## src/pkg/irpw_pkg.sv

```systemverilog
/*
 * Shared definitions for the pulse-width infrared remote codec: frame
 * timing, carrier rate, field widths, state codes and the request carrier.
 * Assumes a single system clock whose rate is given by IRPW_CLK_HZ.
 */
package irpw_pkg;

  localparam int unsigned IRPW_CLK_HZ = 10_000_000;
  localparam int unsigned IRPW_CARRIER_HZ = 38_000;
  localparam int unsigned IRPW_START_US = 2400;
  localparam int unsigned IRPW_ONE_US = 1200;
  localparam int unsigned IRPW_ZERO_US = 600;
  localparam int unsigned IRPW_GAP_US = 600;

  localparam int unsigned IRPW_START_CYC = IRPW_START_US * (IRPW_CLK_HZ / 1_000_000);
  localparam int unsigned IRPW_ONE_CYC = IRPW_ONE_US * (IRPW_CLK_HZ / 1_000_000);
  localparam int unsigned IRPW_ZERO_CYC = IRPW_ZERO_US * (IRPW_CLK_HZ / 1_000_000);
  localparam int unsigned IRPW_GAP_CYC = IRPW_GAP_US * (IRPW_CLK_HZ / 1_000_000);
  // Half a carrier period, rounded down.
  localparam int unsigned IRPW_HALF_CAR_CYC = IRPW_CLK_HZ / (2 * IRPW_CARRIER_HZ);

  // Receive tolerance: a width is accepted from 3/4 to 5/4 of its nominal value.
  localparam int unsigned IRPW_TOL_NUM_LO = 3;
  localparam int unsigned IRPW_TOL_NUM_HI = 5;
  localparam int unsigned IRPW_TOL_DEN = 4;

  localparam int unsigned IRPW_CMD_W = 7;
  localparam int unsigned IRPW_DEV_W = 5;
  localparam int unsigned IRPW_FRAME_BITS = IRPW_CMD_W + IRPW_DEV_W;
  localparam int unsigned IRPW_CNT_W = 16;
  localparam int unsigned IRPW_FIFO_DEPTH = 32;
  localparam logic [IRPW_DEV_W-1:0] IRPW_PEER_DEVICE = 5'h01;

  typedef struct packed {
    logic [IRPW_DEV_W-1:0] device;
    logic [IRPW_CMD_W-1:0] command;
  } irpw_tx_req_t;

  typedef enum logic [2:0] {
    TX_IDLE = 3'b001,
    TX_MARK = 3'b010,
    TX_GAP = 3'b100
  } irpw_tx_state_t;

  typedef enum logic [2:0] {
    RX_IDLE = 3'b001,
    RX_WAIT = 3'b010,
    RX_BITS = 3'b100
  } irpw_rx_state_t;

  // Button code to legacy value; zero marks a code that legacy mode ignores.
  function automatic logic [7:0] irpw_legacy_map(input logic [IRPW_CMD_W-1:0] code);
    case (code)
      7'h00, 7'h01, 7'h02, 7'h03, 7'h04, 7'h05, 7'h06, 7'h07, 7'h08:
        irpw_legacy_map = {1'b0, code} + 8'h01;
      7'h09: irpw_legacy_map = 8'h0B;
      7'h10: irpw_legacy_map = 8'h0A;
      7'h11: irpw_legacy_map = 8'h0D;
      7'h12: irpw_legacy_map = 8'h0C;
      7'h0C: irpw_legacy_map = 8'h0E;
      7'h13: irpw_legacy_map = 8'h0F;
      7'h14: irpw_legacy_map = 8'h10;
      7'h15: irpw_legacy_map = 8'h11;
      default: irpw_legacy_map = 8'h00;
    endcase
  endfunction

endpackage

```

## src/core/irpw_fifo.sv

```systemverilog
/*
 * Flip-flop FIFO with valid/ready on both sides and registered flags.
 * Assumes DEPTH is a power of two so the pointers wrap naturally.
 */
`timescale 1ns/1ps
`default_nettype none
module irpw_fifo
  import irpw_pkg::*;
#(
  parameter int unsigned WIDTH = 12,
  parameter int unsigned DEPTH = 32
) (
  input wire logic clk,
  input wire logic rst_n,
  input wire logic sValid,
  output logic sReady,
  input wire logic [WIDTH-1:0] sData,
  output logic mValid,
  input wire logic mReady,
  output logic [WIDTH-1:0] mData
);
  localparam int unsigned AW = $clog2(DEPTH);

  logic [WIDTH-1:0] mem [DEPTH];
  logic [AW-1:0] wrPtr;
  logic [AW-1:0] rdPtr;
  logic [AW:0] count;
  logic [AW:0] next_count;
  logic push;
  logic pop;

  assign push = sValid && sReady;
  assign pop = mValid && mReady;
  assign mData = mem[rdPtr];

  always_comb begin
    next_count = count;
    if (push && !pop) begin
      next_count = count + (AW+1)'(1);
    end else if (pop && !push) begin
      next_count = count - (AW+1)'(1);
    end
  end

  always_ff @(posedge clk) begin
    if (push) begin
      mem[wrPtr] <= sData;
    end
  end

  always_ff @(posedge clk or negedge rst_n) begin
    if (!rst_n) begin
      wrPtr <= '0;
      rdPtr <= '0;
      count <= '0;
      sReady <= 1'b0;
      mValid <= 1'b0;
    end else begin
      if (push) begin
        wrPtr <= wrPtr + AW'(1);
      end
      if (pop) begin
        rdPtr <= rdPtr + AW'(1);
      end
      count <= next_count;
      sReady <= next_count != (AW+1)'(DEPTH);
      mValid <= next_count != '0;
    end
  end
endmodule
`default_nettype wire

```

## src/core/irpw_codec.sv

```systemverilog
/*
 * Pulse-width infrared remote codec: a queued transmitter driving the LED
 * with a modulated carrier, and a blocking receiver with legacy and full modes.
 * Assumes demodulated receiver inputs that sit high in silence and go low
 * during a carrier burst, and requesters that drop no request while ready is low.
 */
`timescale 1ns/1ps
`default_nettype none
module irpw_codec
  import irpw_pkg::*;
#(
  parameter int unsigned START_CYC = IRPW_START_CYC,
  parameter int unsigned ONE_CYC = IRPW_ONE_CYC,
  parameter int unsigned ZERO_CYC = IRPW_ZERO_CYC,
  parameter int unsigned GAP_CYC = IRPW_GAP_CYC,
  parameter int unsigned HALF_CAR_CYC = IRPW_HALF_CAR_CYC,
  parameter int unsigned FIFO_DEPTH = IRPW_FIFO_DEPTH
) (
  input wire logic clk,
  input wire logic rst_n,
  input wire logic txReqValid,
  input wire irpw_tx_req_t txReq,
  output logic txReqReady,
  output logic irLed,
  output logic txBusy,
  output logic txDone,
  input wire logic irIn0,
  input wire logic irIn3,
  input wire logic rxFullMode,
  input wire logic rxStart,
  output logic rxBusy,
  output logic rxDone,
  output logic [7:0] generalByteThirteen
);
  localparam int unsigned CW = IRPW_CNT_W;
  localparam logic [CW-1:0] START_L = CW'(START_CYC);
  localparam logic [CW-1:0] ONE_L = CW'(ONE_CYC);
  localparam logic [CW-1:0] ZERO_L = CW'(ZERO_CYC);
  localparam logic [CW-1:0] GAP_L = CW'(GAP_CYC);
  localparam logic [CW-1:0] HALF_L = CW'(HALF_CAR_CYC);
  localparam logic [CW-1:0] START_LO = CW'(START_CYC * IRPW_TOL_NUM_LO / IRPW_TOL_DEN);
  localparam logic [CW-1:0] START_HI = CW'(START_CYC * IRPW_TOL_NUM_HI / IRPW_TOL_DEN);
  localparam logic [CW-1:0] ONE_LO = CW'(ONE_CYC * IRPW_TOL_NUM_LO / IRPW_TOL_DEN);
  localparam logic [CW-1:0] ONE_HI = CW'(ONE_CYC * IRPW_TOL_NUM_HI / IRPW_TOL_DEN);
  localparam logic [CW-1:0] ZERO_LO = CW'(ZERO_CYC * IRPW_TOL_NUM_LO / IRPW_TOL_DEN);
  localparam logic [CW-1:0] ZERO_HI = CW'(ZERO_CYC * IRPW_TOL_NUM_HI / IRPW_TOL_DEN);
  localparam logic [3:0] LAST_TX_IDX = 4'(IRPW_FRAME_BITS);
  localparam logic [3:0] LAST_RX_IDX = 4'(IRPW_FRAME_BITS - 1);

  // Transmit request queue.
  irpw_tx_req_t fifoData;
  logic fifoValid;
  logic txPop;

  irpw_fifo #(
    .WIDTH(IRPW_FRAME_BITS),
    .DEPTH(FIFO_DEPTH)
  ) reqQueue (
    .clk(clk),
    .rst_n(rst_n),
    .sValid(txReqValid),
    .sReady(txReqReady),
    .sData(txReq),
    .mValid(fifoValid),
    .mReady(txPop),
    .mData(fifoData)
  );

  irpw_tx_state_t txState;
  logic [CW-1:0] txCnt;
  logic [CW-1:0] carCnt;
  logic carrier;
  logic [3:0] txIdx;
  logic [IRPW_FRAME_BITS-1:0] txShift;
  logic [CW-1:0] markCycles;
  logic markEnd;
  logic gapEnd;

  assign txPop = fifoValid && txState == TX_IDLE;
  assign markCycles = (txIdx == '0) ? START_L : (txShift[0] ? ONE_L : ZERO_L);
  assign markEnd = txState == TX_MARK && txCnt == markCycles - CW'(1);
  assign gapEnd = txState == TX_GAP && txCnt == GAP_L - CW'(1);

  always_ff @(posedge clk or negedge rst_n) begin
    if (!rst_n) begin
      txState <= TX_IDLE;
      txCnt <= '0;
      txIdx <= '0;
      txShift <= '0;
      txDone <= 1'b0;
      txBusy <= 1'b0;
    end else begin
      txDone <= 1'b0;
      txCnt <= txCnt + CW'(1);
      case (txState)
        TX_IDLE: begin
          if (txPop) begin
            // command bits first, then device bits, lsb first
            // seven command bits and five device bits
            // the carrier has no room for commands above 127
            txShift <= {fifoData.device, fifoData.command};
            txIdx <= '0;
            txCnt <= '0;
            txState <= TX_MARK;
            txBusy <= 1'b1;
          end
        end
        TX_MARK: begin
          if (markEnd) begin
            if (txIdx != '0) begin
              txShift <= txShift >> 1;
            end
            txCnt <= '0;
            txState <= TX_GAP;
          end
        end
        TX_GAP: begin
          if (gapEnd) begin
            txCnt <= '0;
            // done only after the final gap
            if (txIdx == LAST_TX_IDX) begin
              txDone <= 1'b1;
              txBusy <= 1'b0;
              txState <= TX_IDLE;
            end else begin
              txIdx <= txIdx + 4'h1;
              txState <= TX_MARK;
            end
          end
        end
        default: begin
          txState <= TX_IDLE;
          txBusy <= 1'b0;
        end
      endcase
    end
  end

  // periods come from the clock rate
  always_ff @(posedge clk or negedge rst_n) begin
    if (!rst_n) begin
      carCnt <= '0;
      carrier <= 1'b1;
    end else if (txState != TX_MARK) begin
      carCnt <= '0;
      carrier <= 1'b1;
    end else if (carCnt == HALF_L - CW'(1)) begin
      carCnt <= '0;
      carrier <= !carrier;
    end else begin
      carCnt <= carCnt + CW'(1);
    end
  end

  always_ff @(posedge clk or negedge rst_n) begin
    if (!rst_n) begin
      irLed <= 1'b0;
    end else begin
      irLed <= txState == TX_MARK && carrier;
    end
  end

  // Receiver input conditioning; bit 0 is input 0, bit 1 is input 3.
  logic [1:0] syncA;
  logic [1:0] syncB;
  logic [1:0] syncC;
  logic [1:0] filt;
  logic prevLevel;
  logic rxLevel;
  logic rxModeFull;

  always_ff @(posedge clk or negedge rst_n) begin
    if (!rst_n) begin
      syncA <= 2'h3;
      syncB <= 2'h3;
      syncC <= 2'h3;
      filt <= 2'h3;
    end else begin
      syncA <= {irIn3, irIn0};
      syncB <= syncA;
      syncC <= syncB;
      for (int i = 0; i < 2; i++) begin
        if (syncB[i] == syncC[i]) begin
          filt[i] <= syncC[i];
        end
      end
    end
  end

  // input 0 for legacy, input 3 for full
  assign rxLevel = rxModeFull ? filt[1] : filt[0];

  irpw_rx_state_t rxState;
  logic [CW-1:0] markCnt;
  logic [CW-1:0] spaceCnt;
  logic [3:0] rxIdx;
  logic [IRPW_FRAME_BITS-1:0] rxShift;
  logic pulseEnd;
  logic isStart;
  logic isOne;
  logic isZero;
  logic [IRPW_CMD_W-1:0] rxCmd;
  logic [7:0] legacyVal;

  assign pulseEnd = !prevLevel && rxLevel;
  assign isStart = markCnt >= START_LO && markCnt <= START_HI;
  assign isOne = markCnt >= ONE_LO && markCnt <= ONE_HI;
  assign isZero = markCnt >= ZERO_LO && markCnt <= ZERO_HI;
  assign rxCmd = rxShift[IRPW_CMD_W-1:0];
  assign legacyVal = irpw_legacy_map(rxCmd);

  always_ff @(posedge clk or negedge rst_n) begin
    if (!rst_n) begin
      prevLevel <= 1'b1;
      markCnt <= '0;
      spaceCnt <= '0;
    end else begin
      prevLevel <= rxLevel;
      if (!rxLevel) begin
        markCnt <= (prevLevel || markCnt == '1) ? (prevLevel ? CW'(1) : markCnt)
                                                : markCnt + CW'(1);
        spaceCnt <= '0;
      end else if (spaceCnt != '1) begin
        spaceCnt <= spaceCnt + CW'(1);
      end
    end
  end

  always_ff @(posedge clk or negedge rst_n) begin
    if (!rst_n) begin
      rxState <= RX_IDLE;
      rxIdx <= '0;
      rxShift <= '0;
      rxBusy <= 1'b0;
      rxDone <= 1'b0;
      rxModeFull <= 1'b0;
      generalByteThirteen <= '0;
    end else begin
      rxDone <= 1'b0;
      case (rxState)
        RX_IDLE: begin
          // arm and block until a new frame
          if (rxStart) begin
            rxModeFull <= rxFullMode;
            rxBusy <= 1'b1;
            rxState <= RX_WAIT;
          end
        end
        RX_WAIT: begin
          if (pulseEnd && isStart) begin
            rxIdx <= '0;
            rxShift <= '0;
            rxState <= RX_BITS;
          end
        end
        RX_BITS: begin
          if (pulseEnd) begin
            if (isStart) begin
              rxIdx <= '0;
              rxShift <= '0;
            end else if (isOne || isZero) begin
              rxShift[rxIdx] <= isOne;
              rxIdx <= rxIdx + 4'h1;
              if (rxIdx == LAST_RX_IDX) begin
                rxState <= RX_WAIT;
                if (rxModeFull) begin
                  generalByteThirteen <= {1'b0, rxCmd};
                  rxDone <= 1'b1;
                  rxBusy <= 1'b0;
                  rxState <= RX_IDLE;
                end else if (legacyVal != '0) begin
                  // unknown codes keep the receiver waiting
                  generalByteThirteen <= legacyVal;
                  rxDone <= 1'b1;
                  rxBusy <= 1'b0;
                  rxState <= RX_IDLE;
                end
              end
            end else begin
              rxState <= RX_WAIT;
            end
          end else if (rxLevel && spaceCnt > START_HI) begin
            rxState <= RX_WAIT;
          end
        end
        default: begin
          rxState <= RX_IDLE;
          rxBusy <= 1'b0;
        end
      endcase
    end
  end

  // Checking logic.
  logic [CW-1:0] markRun;
  logic [CW-1:0] gapRun;

  always_ff @(posedge clk or negedge rst_n) begin
    if (!rst_n) begin
      markRun <= '0;
      gapRun <= '0;
    end else begin
      markRun <= (txState == TX_MARK) ? markRun + CW'(1) : '0;
      gapRun <= (txState == TX_GAP) ? gapRun + CW'(1) : '0;
    end
  end
endmodule
`default_nettype wire

```

## config.mk

```make
export PLATFORM = sky130hd
export DESIGN_NAME = irpw_codec
export DESIGN_NICKNAME = d
export VERILOG_FILES = /design/src/pkg/irpw_pkg.sv /design/src/core/irpw_fifo.sv /design/src/core/irpw_codec.sv
export SDC_FILE = /design/constraint.sdc
export NUM_CORES = 1
export LEC_CHECK = 0
export ABC_AREA = 1
export BUFFER_PORTS_ARGS = -buffer_cell sky130_fd_sc_hd__clkbuf_2
export CAP_MARGIN = 20
export CORE_MARGIN = 10
export CORE_UTILIZATION = 45
export CTS_CLUSTER_DIAMETER = 50
export CTS_CLUSTER_SIZE = 16
export DETAILED_ROUTE_END_ITERATION = 12
export MAX_ROUTING_LAYER = met4
export SLEW_MARGIN = 15
export SYNTH_ARGS = -nofsm -noshare
export SYNTH_HDL_FRONTEND = slang
export SYNTH_SLANG_ARGS = --single-unit
```

## constraint.sdc

```tcl
create_clock -name clk -period 2.3 [get_ports clk]
set_clock_uncertainty 0.1 [all_clocks]
set_input_delay 0.23 -clock clk [delete_from_list [all_inputs] [get_ports clk]]
set_output_delay 0.23 -clock clk [all_outputs]
set_load 0.1 [all_outputs]
```

==> qor.csv <==
stage,metric,value,unit
setup_path,max incr delay on CP,0.55,ns
sta,WHS,0.03390,ns
drt,vias post-DR,16470,
yosys,yosys warns,0,
finish,layout cells sized above 1,0.1266,
yosys,post-synthesis sequential area ratio,0.6456,
yosys,"Cell Area, Synth",23270,sq um
drt,Vias per Instance,5.372,
power_and_ir_drop,VDD IR max,0.7333,mV
yosys,number of distinct library cells after synthesis,54,
clock_network,Num CTS Buffers,53,
place,buffers added on ports,32,
sta,setup tns final,0,ns
sta,final hold violation count,0,
finish,final non-filler cell total,3066,
sta,Worst Tran Pin Value,0.8244,ns
yosys,xor and xnor area share after synthesis,0.01280,
global_routing,gr ovfl total,0,
global_routing,vias in the first global route,15560,
setup_path,CP cell instances,buf_4 -> o21ai_0 -> o211ai_1 -> nand4_1 -> nand3_1 -> nand3_1 -> nand2_1 -> nand2_1 -> nand2_1,
drt,drt initial violations,1265,
sta,final setup margin,0.08691,ns
sta,RSZ-0062 raised after global routing,yes,
yosys,Post-Synthesis Cells,2250,
power_and_ir_drop,Power Total,22.40,mW
worst_hold_path,worst hold path class,primary input to asynchronous set/reset pin,
power_and_ir_drop,Cell Pwr Density,837.8,nW/um^2
place,hpwl dp,35540,um
global_routing,initial antenna violation count,0,
yosys,adder-cell share of the synthesized area,0.01376,
drt,First-pass DRT Iterations,5,
place,pre-CTS setup slack,-0.007941,ns
drt,Post-Route WL,55940,um
setup_path,"Req. time, crit path",2.76,ns
finish,Layout Utilization,0.5211,
finish,ANT cells,0,
setup_path,critical path's top delay family,simple AND/OR/NAND/NOR gates,
status,status,finished clean,
yosys,Seq cells post-synth,523,
yosys,Synth Area in Simple Gates,0.1878,
yosys,Compound-Gate Fraction of Synth Area,0.09123,
floorplanning,Initial Utilization,0.4537,
clock_network,Root Buffer Master,clkbuf_16,
finish,"commonest non-fill, non-tap cells in the layout","nand2_1 (409), edfxtp_1 (384), nor2_1 (292)",
sta,worst relative slew slack,0.4504,
setup_path,Worst Path Arrival,2.67,ns
setup_path,buffers plus inverters on the worst setup path,1,
clock_network,clk_lat worst skew,0.62,ns
floorplanning,full die area,61220,sq um
global_routing,first-pass GRT wire length,87570,um
yosys,post-synthesis area per instance,10.34,sq um
finish,fin area,26730,sq um
drt,drc violations,0,
sta,FMAX,451.9,MHz
place,Placed Cells,2956,
clock_network,clk sinks,523,
sta,"Setup violations, final",0,
setup_path,worst-path fanout max,24,
floorplanning,Die Wd,247.4,um
clock_network,H-tree levels,2,
drt,Avg WL per Cell,18.24,um
clock_network,"CTS clk-pin slew, worst paths",0.06,ns
floorplanning,core region area,51300,sq um
drt,ANT nets after route,0,
floorplanning,# rows,83,
power_and_ir_drop,leakage,10.23,nW
finish,"most common cell after layout, fill and taps aside",nand2_1,
floorplanning,die extent in y,247.4,um
yosys,mux contribution to synthesized area,0.0004301,
setup_path,Critical Path Most Common Cell,nand2_1,
floorplanning,num ports,33,
yosys,post-synthesis net count,2293,
clock_network,CTS tree,built,
place,dpl cell area,24720,sq um
finish,Area Growth Syn to Fin,14.87,%
global_routing,Total GRT Usage,0.1873,
finish,Nets,2387,
setup_path,endpoint class of the critical path,flop,
sta,minimum clock period,2.213,ns
place,Routability Congestion,0.9034,
setup_path,CP Class,flop to flop,
clock_network,buffer levels on the longest clock path,3,
setup_path,highest-delay cell along the critical path,dfrtp_2,
sta,Final Cycle Share,0.9622,
setup_path,critical path launch point type,flop,
global_routing,largest net degree at the start of global routing,53,
yosys,largest family of logic cells by synthesized area,simple AND/OR/NAND/NOR gates,
flow_run,max_cap viols,0,
sta,Pins Over Slew Limit,0,
## sequential cells by signal, indices dropped and copies added, names as in the netlist, 2 cells and up
register,flops
carCnt,16
filt,2
generalByteThirteen,8
markCnt,16
reqQueue.count,6
reqQueue.mem,384
reqQueue.rdPtr,5
reqQueue.wrPtr,5
rxIdx,4
rxShift,7
rxState,3
spaceCnt,16
syncA,2
syncB,2
syncC,2
txCnt,16
txIdx,4
txShift,12
txState,3
## worst register-to-register path: stages (launching register included)
cell	delay, ns
dfrtp_2	0.55
buf_4	0.34
o21ai_0	0.15
o211ai_1	0.30
nand4_1	0.16
nand3_1	0.20
nand3_1	0.15
nand2_1	0.10
nand2_1	0.05
nand2_1	0.05
## where the power goes
part / switching [mW] / internal (mW)
logic: 1.72 / 0.725
registers: 0.326 / 10.8
clock network: 3.97 / 4.84
## final timing paths
check | from | end | slack [ns] | cells after the start
max reg2reg | reqQueue.rdPtr[1] | txShift[0] | 0.09 | 9
max | reqQueue.rdPtr[1] | txShift[0] | 0.09 | 9
min in group clk | irIn3 | syncA[1] | 0.16 | 2
min | rst_n | rxState[2] | 0.03 | 2
min reg2reg | syncA[0] | syncB[0] | 0.26 | 0
max in group asynchronous | rst_n | prevLevel | 1.42 | 3
## cell families (layout without fill, tap and decap cells)
family,Yosys count,count (layout)
multiplexers,1,1
XOR/XNOR,34,34
buffers and inverters,283,419
flip-flops,523,523
AO/OA/AOI/OAI,378,378
adder cells (fa/ha/maj),26,26
AND/OR/NAND/NOR,1005,1005
## synthesized netlist by cell type, drive strengths merged
cell / instances / area share
edfxtp: 384 / 0.50
nand3: 160 / 0.035
inv: 186 / 0.030
xnor2: 1 / 0.00038
o22ai: 22 / 0.0059
o21a: 2 / 0.00064
a211oi: 4 / 0.0013
nand3b: 2 / 0.00081
nand2: 420 / 0.069
o221ai: 2 / 0.00075
xor2: 33 / 0.012
dfrtp: 127 / 0.14
buf: 49 / 0.011
o21ai: 207 / 0.045
nor3b: 5 / 0.0016
nor3: 41 / 0.0099
nand4: 52 / 0.014
dfstp: 12 / 0.014
o211ai: 52 / 0.017
a21boi: 1 / 0.00081
o21bai: 1 / 0.00032
maj3: 2 / 0.00086
mux2i: 1 / 0.00043
clkinv: 2 / 0.00032
a2bb2oi: 1 / 0.00038
nor2: 310 / 0.052
a31oi: 4 / 0.0011
a21oi: 77 / 0.017
ha: 24 / 0.013
o211a: 1 / 0.00043
o31ai: 4 / 0.0013
clkbuf: 46 / 0.0074
or2: 2 / 0.00054
nor4: 13 / 0.0038
## metal layers
metal | share of wire | GRT usage
met1 | 0.47 | 0.2651
met2 | 0.45 | 0.2779
met3 | 0.058 | 0.03010
met4 | 0.021 | 0.04770
met5 | 0 | -
## area by class of cell
| cell class | count | area [sq um] |
|---|---|---|
| fill | 4548 | 24570 |
| clock buffer | 56 | 1338 |
| tap | 680 | 850.8 |
| timing repair buffer | 134 | 1110 |
| clock inverter | 41 | 464.2 |
| sequential | 523 | 15040 |
| multi-input combinational | 1444 | 7221 |
| inverter | 188 | 714.4 |
## what timing repair did
item	in CTS	in global routing
pin swaps	0	5
buffers inserted	0	6
resized for setup	1	27
hold buffers	7	0
setup endpoints to repair	5	44
hold endpoints to repair	139	0
(Power assumes the default switching activity.)
